### src/hdl/afecr_pkg.sv
package afecr_pkg;

    // ----------------------------------------------------------------
    // bus and register map
    // ----------------------------------------------------------------
    localparam int ADDR_W = 8;
    localparam int DATA_W = 8;
    localparam logic [7:0] OFS_CUR_MAG = 8'h0e;
    localparam logic [7:0] OFS_RSVD_ZERO = 8'h0f;
    localparam logic [7:0] OFS_AMP_CFG = 8'h10;
    localparam logic [7:0] OFS_IN_SEL = 8'h11;

    // ----------------------------------------------------------------
    // reset values
    // ----------------------------------------------------------------
    localparam logic [7:0] RST_CUR_MAG = 8'h00;
    localparam logic [7:0] RST_AMP_CFG = 8'h00;
    localparam logic [7:0] RST_IN_SEL = 8'hff;
    localparam logic [7:0] RSVD_READ = 8'h00;

    // ----------------------------------------------------------------
    // field positions
    // ----------------------------------------------------------------
    localparam int SRC2_MSB = 7;
    localparam int SRC2_LSB = 4;
    localparam int SRC1_MSB = 3;
    localparam int SRC1_LSB = 0;
    localparam int BYPASS_BIT = 7;
    localparam int AMP_RSVD_MSB = 6;
    localparam int AMP_RSVD_LSB = 3;
    localparam int GAIN_MSB = 2;
    localparam int GAIN_LSB = 0;
    localparam int POS_MSB = 7;
    localparam int POS_LSB = 4;
    localparam int NEG_MSB = 3;
    localparam int NEG_LSB = 0;

    // ----------------------------------------------------------------
    // field codes
    // ----------------------------------------------------------------
    localparam logic [3:0] MAG_MAX_CODE = 4'ha;
    localparam logic [3:0] SEL_COMMON_PIN = 4'h0;
    localparam logic [3:0] SEL_AIN_FIRST = 4'h1;
    localparam logic [3:0] SEL_AIN_LAST = 4'ha;
    localparam logic [3:0] SEL_TEMP = 4'hb;
    localparam logic [3:0] SEL_AVDD_QTR = 4'hc;
    localparam logic [3:0] SEL_DVDD_QTR = 4'hd;
    localparam logic [3:0] SEL_OPEN = 4'he;
    localparam logic [3:0] SEL_MIDPOINT = 4'hf;

    // source magnitude in microamps, off as zero
    localparam logic [11:0] UA_TABLE [0:10] = '{
        12'h000, 12'h032, 12'h064, 12'h0fa, 12'h1f4, 12'h2ee,
        12'h3e8, 12'h5dc, 12'h7d0, 12'h9c4, 12'hbb8
    };

    // ----------------------------------------------------------------
    // carriers
    // ----------------------------------------------------------------
    typedef enum logic [2:0] {
        AFECR_SRC_COMMON,
        AFECR_SRC_AIN,
        AFECR_SRC_TEMP,
        AFECR_SRC_AVDD_QTR,
        AFECR_SRC_DVDD_QTR,
        AFECR_SRC_OPEN,
        AFECR_SRC_MIDPOINT
    } afecr_src_t;

    typedef struct packed {
        afecr_src_t kind;
        logic [3:0] ain_index;
    } afecr_route_t;

    typedef struct packed {
        logic first_source_on;
        logic [11:0] first_source_ua;
        logic second_source_on;
        logic [11:0] second_source_ua;
    } afecr_excite_t;

    typedef struct packed {
        logic amp_bypass;
        logic [2:0] gain_code;
        logic [7:0] gain_factor;
    } afecr_amp_t;

endpackage

### src/hdl/afecr_regs.sv
// What this block does
// - upper nibble at 0Eh sets second source; codes above 1010 mean off
// - lower nibble at 0Eh sets first source, same code table
// - magnitude register at 0Eh is read/write and resets to 00h
// - address 0Fh is read-only and always reads all zeros
// - bit 7 at 10h: 0 keeps amplifier in path, 1 bypasses it
// - amplifier register 10h resets 00h; bits 2:0 pick gain 1 to 128
// - upper nibble at 11h picks positive converter input
// - lower nibble at 11h picks negative input, same code table
// - selector register at 11h resets to FFh, both inputs at midpoint
//
// The plain strobed port is this design's own decision.
module afecr_regs
    import afecr_pkg::*;
(
    input wire logic clk,
    input wire logic rst_b,
    input wire logic [afecr_pkg::ADDR_W-1:0] reg_addr,
    input wire logic [afecr_pkg::DATA_W-1:0] reg_wdata,
    input wire logic reg_wr,
    input wire logic reg_rd,
    output logic [afecr_pkg::DATA_W-1:0] reg_rdata,
    output afecr_pkg::afecr_excite_t excite,
    output afecr_pkg::afecr_amp_t amp,
    output afecr_pkg::afecr_route_t positive_input_select,
    output afecr_pkg::afecr_route_t negative_input_select,
    output logic amp_reserved_nonzero
);
    import afecr_pkg::*;

    // ----------------------------------------------------------------
    // elaboration checks
    // ----------------------------------------------------------------
    // the logic below hard-codes byte-wide registers and nibble fields
    if (DATA_W != 8) begin : g_bad_data_w
        $error("register data width must be 8");
    end

    if (ADDR_W != 8) begin : g_bad_addr_w
        $error("register address width must be 8");
    end

    if (SRC2_MSB - SRC2_LSB != 3) begin : g_bad_src2
        $error("second source field must be four bits");
    end

    if (SRC1_MSB - SRC1_LSB != 3) begin : g_bad_src1
        $error("first source field must be four bits");
    end

    if (POS_MSB - POS_LSB != 3) begin : g_bad_pos
        $error("positive select field must be four bits");
    end

    if (NEG_MSB - NEG_LSB != 3) begin : g_bad_neg
        $error("negative select field must be four bits");
    end

    if (GAIN_MSB - GAIN_LSB != 2) begin : g_bad_gain
        $error("gain field must be three bits");
    end

    if (MAG_MAX_CODE > 4'ha) begin : g_bad_mag
        $error("magnitude table holds eleven entries");
    end

    if (BYPASS_BIT >= DATA_W) begin : g_bad_bypass
        $error("bypass bit lies outside the register");
    end

    // overlapping fields would let one write change two settings
    if (SRC1_MSB >= SRC2_LSB) begin : g_src_overlap
        $error("source fields overlap");
    end

    if (NEG_MSB >= POS_LSB) begin : g_sel_overlap
        $error("select fields overlap");
    end

    if (GAIN_MSB >= AMP_RSVD_LSB || AMP_RSVD_MSB >= BYPASS_BIT)
    begin : g_amp_overlap
        $error("amplifier fields overlap");
    end

    if (OFS_CUR_MAG == OFS_AMP_CFG || OFS_AMP_CFG == OFS_IN_SEL ||
        OFS_CUR_MAG == OFS_IN_SEL) begin : g_ofs_clash
        $error("register offsets must differ");
    end

    // ----------------------------------------------------------------
    // helpers
    // ----------------------------------------------------------------
    typedef enum logic [2:0] {
        AFECR_TGT_NONE,
        AFECR_TGT_MAG,
        AFECR_TGT_RSVD,
        AFECR_TGT_AMP,
        AFECR_TGT_SEL
    } afecr_target_t;

    // codes above the table mean off, not the largest current
    function automatic logic mag_in_range(input logic [3:0] code);
        return code <= MAG_MAX_CODE;
    endfunction

    // explicit cases keep the off codes visible next to the live ones
    function automatic logic [11:0] mag_ua(input logic [3:0] code);
        logic [11:0] ua;
        ua = 12'h000;
        case (code)
            4'h0: ua = UA_TABLE[0];
            4'h1: ua = UA_TABLE[1];
            4'h2: ua = UA_TABLE[2];
            4'h3: ua = UA_TABLE[3];
            4'h4: ua = UA_TABLE[4];
            4'h5: ua = UA_TABLE[5];
            4'h6: ua = UA_TABLE[6];
            4'h7: ua = UA_TABLE[7];
            4'h8: ua = UA_TABLE[8];
            4'h9: ua = UA_TABLE[9];
            4'ha: ua = UA_TABLE[10];
            4'hb: ua = 12'h000;
            4'hc: ua = 12'h000;
            4'hd: ua = 12'h000;
            4'he: ua = 12'h000;
            4'hf: ua = 12'h000;
            default: ua = 12'h000;
        endcase
        return ua;
    endfunction

    // gain is a power of two; the bypass bit does not change it
    function automatic logic [7:0] gain_of(input logic [2:0] code);
        logic [7:0] f;
        f = 8'h01;
        case (code)
            3'h0: f = 8'h01;
            3'h1: f = 8'h02;
            3'h2: f = 8'h04;
            3'h3: f = 8'h08;
            3'h4: f = 8'h10;
            3'h5: f = 8'h20;
            3'h6: f = 8'h40;
            3'h7: f = 8'h80;
            default: f = 8'h01;
        endcase
        return f;
    endfunction

    // codes 1 to 10 are analog inputs 0 to 9
    function automatic afecr_route_t route_of(input logic [3:0] code);
        afecr_route_t r;
        r.kind = AFECR_SRC_MIDPOINT;
        r.ain_index = 4'h0;
        case (code)
            SEL_COMMON_PIN: begin
                r.kind = AFECR_SRC_COMMON;
            end

            SEL_AIN_FIRST: begin
                r.kind = AFECR_SRC_AIN;
                r.ain_index = 4'h0;
            end
            4'h2: begin
                r.kind = AFECR_SRC_AIN;
                r.ain_index = 4'h1;
            end
            4'h3: begin
                r.kind = AFECR_SRC_AIN;
                r.ain_index = 4'h2;
            end
            4'h4: begin
                r.kind = AFECR_SRC_AIN;
                r.ain_index = 4'h3;
            end
            4'h5: begin
                r.kind = AFECR_SRC_AIN;
                r.ain_index = 4'h4;
            end
            4'h6: begin
                r.kind = AFECR_SRC_AIN;
                r.ain_index = 4'h5;
            end
            4'h7: begin
                r.kind = AFECR_SRC_AIN;
                r.ain_index = 4'h6;
            end
            4'h8: begin
                r.kind = AFECR_SRC_AIN;
                r.ain_index = 4'h7;
            end
            4'h9: begin
                r.kind = AFECR_SRC_AIN;
                r.ain_index = 4'h8;
            end
            SEL_AIN_LAST: begin
                r.kind = AFECR_SRC_AIN;
                r.ain_index = 4'h9;
            end

            // internal sources: each side takes its own pole
            SEL_TEMP: begin
                r.kind = AFECR_SRC_TEMP;
            end
            SEL_AVDD_QTR: begin
                r.kind = AFECR_SRC_AVDD_QTR;
            end
            SEL_DVDD_QTR: begin
                r.kind = AFECR_SRC_DVDD_QTR;
            end
            SEL_OPEN: begin
                r.kind = AFECR_SRC_OPEN;
            end
            SEL_MIDPOINT: begin
                r.kind = AFECR_SRC_MIDPOINT;
            end
            default: begin
                r.kind = AFECR_SRC_MIDPOINT;
            end
        endcase
        return r;
    endfunction

    // one target per address keeps write and read decode in step
    function automatic afecr_target_t target_of(input logic [7:0] addr);
        afecr_target_t t;
        t = AFECR_TGT_NONE;
        case (addr)
            OFS_CUR_MAG: t = AFECR_TGT_MAG;
            OFS_RSVD_ZERO: t = AFECR_TGT_RSVD;
            OFS_AMP_CFG: t = AFECR_TGT_AMP;
            OFS_IN_SEL: t = AFECR_TGT_SEL;
            default: t = AFECR_TGT_NONE;
        endcase
        return t;
    endfunction

    // unmapped addresses and 0Fh read as zero
    function automatic logic [7:0] read_value(
        input afecr_target_t tgt,
        input logic [7:0] mag,
        input logic [7:0] ampc,
        input logic [7:0] sel
    );
        logic [7:0] v;
        v = RSVD_READ;
        case (tgt)
            AFECR_TGT_MAG: v = mag;
            AFECR_TGT_RSVD: v = RSVD_READ;
            AFECR_TGT_AMP: v = ampc;
            AFECR_TGT_SEL: v = sel;
            default: v = RSVD_READ;
        endcase
        return v;
    endfunction

    // ----------------------------------------------------------------
    // decode
    // ----------------------------------------------------------------
    logic [7:0] cur_mag_reg;
    logic [7:0] amp_cfg_reg;
    logic [7:0] in_sel_reg;
    logic [7:0] rdata_next;
    logic [7:0] rdata_reg;
    afecr_target_t bus_target;

    assign bus_target = target_of(reg_addr);
    wire logic hit_cur = bus_target == AFECR_TGT_MAG;
    wire logic hit_amp = bus_target == AFECR_TGT_AMP;
    wire logic hit_sel = bus_target == AFECR_TGT_SEL;

    // 0Fh has no write enable at all, so a write there changes nothing
    wire logic wr_cur = reg_wr && hit_cur;
    wire logic wr_amp = reg_wr && hit_amp;
    wire logic wr_sel = reg_wr && hit_sel;

    assign rdata_next = read_value(bus_target, cur_mag_reg, amp_cfg_reg,
        in_sel_reg);

    // ----------------------------------------------------------------
    // storage
    // ----------------------------------------------------------------
    // both sources change together on one write
    always_ff @(posedge clk) begin
        if (!rst_b) begin
            cur_mag_reg <= RST_CUR_MAG;
        end else if (wr_cur) begin
            cur_mag_reg <= reg_wdata;
        end
    end

    // reserved bits stored as written so software sees them
    always_ff @(posedge clk) begin
        if (!rst_b) begin
            amp_cfg_reg <= RST_AMP_CFG;
        end else if (wr_amp) begin
            amp_cfg_reg <= reg_wdata;
        end
    end

    // selector resets to the midpoint on both sides
    always_ff @(posedge clk) begin
        if (!rst_b) begin
            in_sel_reg <= RST_IN_SEL;
        end else if (wr_sel) begin
            in_sel_reg <= reg_wdata;
        end
    end

    // read data stands only in the cycle after the strobe
    always_ff @(posedge clk) begin
        if (!rst_b) begin
            rdata_reg <= 8'h00;
        end else if (reg_rd) begin
            rdata_reg <= rdata_next;
        end else begin
            rdata_reg <= 8'h00;
        end
    end

    assign reg_rdata = rdata_reg;

    // ----------------------------------------------------------------
    // field outputs
    // ----------------------------------------------------------------
    wire logic [3:0] src2_code = cur_mag_reg[SRC2_MSB:SRC2_LSB];
    wire logic [3:0] src1_code = cur_mag_reg[SRC1_MSB:SRC1_LSB];
    wire logic [2:0] gain_code = amp_cfg_reg[GAIN_MSB:GAIN_LSB];
    wire logic [3:0] pos_code = in_sel_reg[POS_MSB:POS_LSB];
    wire logic [3:0] neg_code = in_sel_reg[NEG_MSB:NEG_LSB];
    wire logic [3:0] amp_rsvd = amp_cfg_reg[AMP_RSVD_MSB:AMP_RSVD_LSB];

    // on follows the code, so every off code reads as off
    wire logic src2_on = mag_in_range(src2_code) && src2_code != 4'h0;
    wire logic src1_on = mag_in_range(src1_code) && src1_code != 4'h0;

    assign excite.second_source_ua = mag_ua(src2_code);
    assign excite.second_source_on = src2_on;
    assign excite.first_source_ua = mag_ua(src1_code);
    assign excite.first_source_on = src1_on;

    assign amp.amp_bypass = amp_cfg_reg[BYPASS_BIT];
    assign amp.gain_code = gain_code;
    assign amp.gain_factor = gain_of(gain_code);
    // flags software that broke the write-zero convention
    assign amp_reserved_nonzero = |amp_rsvd;

    assign positive_input_select = route_of(pos_code);
    assign negative_input_select = route_of(neg_code);

endmodule

### config.mk
export PLATFORM = sky130hd
export DESIGN_NAME = afecr_regs
export DESIGN_NICKNAME = d
export VERILOG_FILES = /design/src/hdl/afecr_pkg.sv /design/src/hdl/afecr_regs.sv
export SDC_FILE = /design/constraint.sdc
export NUM_CORES = 1
export LEC_CHECK = 0
export BUFFER_PORTS_ARGS = -buffer_cell sky130_fd_sc_hd__buf_2
export CORE_ASPECT_RATIO = 1.4
export CORE_MARGIN = 1
export CORE_UTILIZATION = 40
export DETAILED_ROUTE_END_ITERATION = 12
export HOLD_SLACK_MARGIN = 0.05
export PLACE_DENSITY = 0.72
export RECOVER_POWER = 100
export SYNTH_ARGS = -nofsm -noshare
export SYNTH_HDL_FRONTEND = slang
export SYNTH_SLANG_ARGS = --single-unit
### constraint.sdc
create_clock -name clk -period 3.65 [get_ports clk]
set_clock_uncertainty 0.2 [all_clocks]
set_input_delay 0.5475 -clock clk [delete_from_list [all_inputs] [get_ports clk]]
set_output_delay 0.5475 -clock clk [all_outputs]
set_load 0.01 [all_outputs]
==> flow_summary.yaml <==
run_status:
  outcome: "finished clean"
pwr:
  p_per_area_mw_per_mm2: 369
  p_leak_nw: 1.47
  vdd_drop_max_mv: 0.149
timing:
  worstMarginPinSlew_ps: 931
  timing_hold_violations_final: 0
  timing.slew.headroom_pct: 36.2
  drv_slew: 0
  fin_tns_setup_ps: 0
  rsz0062_at_grt: "no"
  setup_viol: 0
  fmax_mhz: 325
  timing.final.crit_share_pct: 84.2
  final.min_clock_period_ps: 3070
placed_design:
  gp_congestion: 0.840
  port-buffer-count: 78
  dpl.hpwl_um: 5030
worst_setup_path:
  crit_fanout: 14
  crit_type: "input port to flop"
  crit_slowest_cell: "or4_4"
  critPathMaxStageDelay_ps: 630
  crit_chain: "clkbuf_1 -> nand4bb_1 -> or4_4 -> mux2i_1 -> nor2_1 -> inv_1 -> ha_1 -> inv_1 -> a21oi_1 -> o22ai_1"
  end_kind: "flop"
  arrival_ps: 3060
  cp.required_ps: 3640
  start_kind: "input port"
  crit_path_frequent_cell: "inv_1"
logic_synthesis:
  ys_types: 52
  postSynthAreaPerCell_um2: 8.98
  yosysSeqAreaShare_pct: 41.4
  synth_top_area_share_pct: 41.4
  syn_area_mm2: 0.00300
  synth_ff_type: "dfxtp_1"
  syn_inst: 334
  yosys_warnings: 0
  synth_edf_count: 0
  synth_area_leaders: "dfxtp_1 41%, mux2i_1 9.7%, nor2_1 5.6%, ha_1 5.0%, nand2_1 3.1%"
  yosysTopAreaCell: "dfxtp_1"
  synth_seq_cells: 62
  synthArstFlopShare_pct: 0
clock_network:
  cts_tree: "yes"
  path_clk_slew_ps: 60
  cts_buffers: 9
  ctsResizeCount: 0
  htreeDepth: 3
  cts.sinks: 62
  cts_setup_buffers: 0
  worstSkewPairLatency_ps: 340
  root_buffer: "clkbuf_8"
  cts_buffer_depth: 2
  holdBufCountCts: 0
cells_and_area:
  nets: 432
  final_core_util_pct: 47.6
  syn_to_final_growth_pct: 16.1
  antenna_cells: 0
  layout-drive-gt1-share_pct: 10.6
  nFillCells: 756
  largest_reg_flops: 22
route:
  routed_wl_um: 6720
  drc: 0
  first_pass_iters: 4
  viasPerCell: 5.08
  ant_nets: 0
  vias: 2546
  routedWlPerCell_um: 13.4
  drtIter0Drc: 159
worst_hold_path:
  hold_path_class: "input port to flop"
global_route:
  grt_max_degree: 25
  grt.overflow.total: 0
  grt.total_usage_pct: 18.5
  grt_first_pass_wirelength_um: 11100
  antenna_found_initial: 0
  grt_pass1_vias: 2423
floorplanning:
  die_area_mm2: 0.00786
  die_y_um: 104
  die_x_um: 75.2
  core_area_mm2: 0.00731
  initial_utilization_pct: 41.0
  io_pins: 81
  placementRows: 37
job:
  drv_cap: 0
-- Yosys cell counts, drive strengths merged (3+ instances only) --
master and instances:
dfxtp 62, nor2 46, mux2i 30, nand2 25, inv 18, clkbuf 16, buf 13, a21oi 12
ha 12, o22ai 10, o21ai 8, mux2 7, a22oi 6, nand2b 6, nor3 6, a31oi 5
nand3b 4, nor3b 4, o2bb2ai 4, xnor2 4, a22o 3, nand4 3, o21a 3, or4 3
-- final timing paths --
check	start	end	slack (ps)	cells past startpoint
max reg2reg	cur_mag_reg[2]$_SDFFE_PN0N_	excite[18]$_DFF_P_	1630	4
min reg2reg	amp_cfg_reg[5]$_SDFFE_PN0N_	amp_cfg_reg[5]$_SDFFE_PN0N_	320	2
min	reg_wdata[5]	in_sel_reg[5]$_SDFFE_PN1P_	270	3
max	reg_addr[0]	excite[17]$_DFF_P_	580	10
-- metal layers --
layer	vias to the layer above	part of all wire, %	GRT usage (%)
met4	0	2.1	10.7
met1	1198	43	21.5
met3	10	4.0	2.52
li1	1273	-	-
met5	-	0	0
met2	65	51	31.3
-- final cells by class --
type / instances / area (um2) / area share [%]
clock buffers: 15 / 186 / 5.35
multi-input cells: 226 / 1530 / 43.8
inverters: 18 / 67.6 / 1.94
repair buffers: 83 / 340 / 9.77
well taps: 97 / 121 / 3.48
flip-flops and latches: 62 / 1240 / 35.6
-- cell families (layout without fill, tap and decap cells) --
group / count (synthesis) / after routing / synth area share (%)
buffers and inverters: 47 / 116 / 7.63
XOR/XNOR: 4 / 4 / 1.17
flip-flops: 62 / 62 / 41.4
AND/OR/NAND/NOR: 110 / 110 / 18.3
multiplexers: 37 / 37 / 12.8
other: 1 / 2 / 0.125
adder cells (fa/ha/maj): 12 / 12 / 5.00
AO/OA/AOI/OAI: 61 / 61 / 13.6
-- power by group --
group	internal [mW]	leakage [nW]	switching [mW]
Clock	0.318	0.0958	0.240
Sequential	0.678	0.500	0.000673
Combinational	0.0174	0.871	0.0304
-- cell usage in the layout (no fill, tap or decap), drive strengths merged, types with 2 or more instances in the layout --
master,instances
clkbuf,79
dfxtp,62
nor2,46
mux2i,30
nand2,25
buf,19
inv,18
a21oi,12
ha,12
o22ai,10
o21ai,8
mux2,7
nor3,6
nand2b,6
a22oi,6
a31oi,5
xnor2,4
nor3b,4
o2bb2ai,4
nand3b,4
o21a,3
nand4,3
a22o,3
or4,3
a21boi,2
o41ai,2
a211o,2
and2,2
nor4,2
a32oi,2
conb,2
-- worst max-delay path: cells and delay by family --
family	cells	cell delay, ps
compound gates	2	200
mux	1	170
fa+ha+maj	1	330
buf+inv	3	480
simple gates	3	1330
-- metrics by stage --
stage	total power, mW	cell area (um2)	setup WS (ps)	std cells	hold WS [ps]
2_1_floorplan	0.721	3000	756	335	273
3_3_place_gp	0.741	3390	510	486	305
3_5_place_dp	0.741	3390	394	486	308
4_1_cts	1.30	3580	767	501	250
5_1_grt	1.32	3480	338	501	280
6_report	1.28	3480	577	501	268
Power figures use the tool's default switching activity.
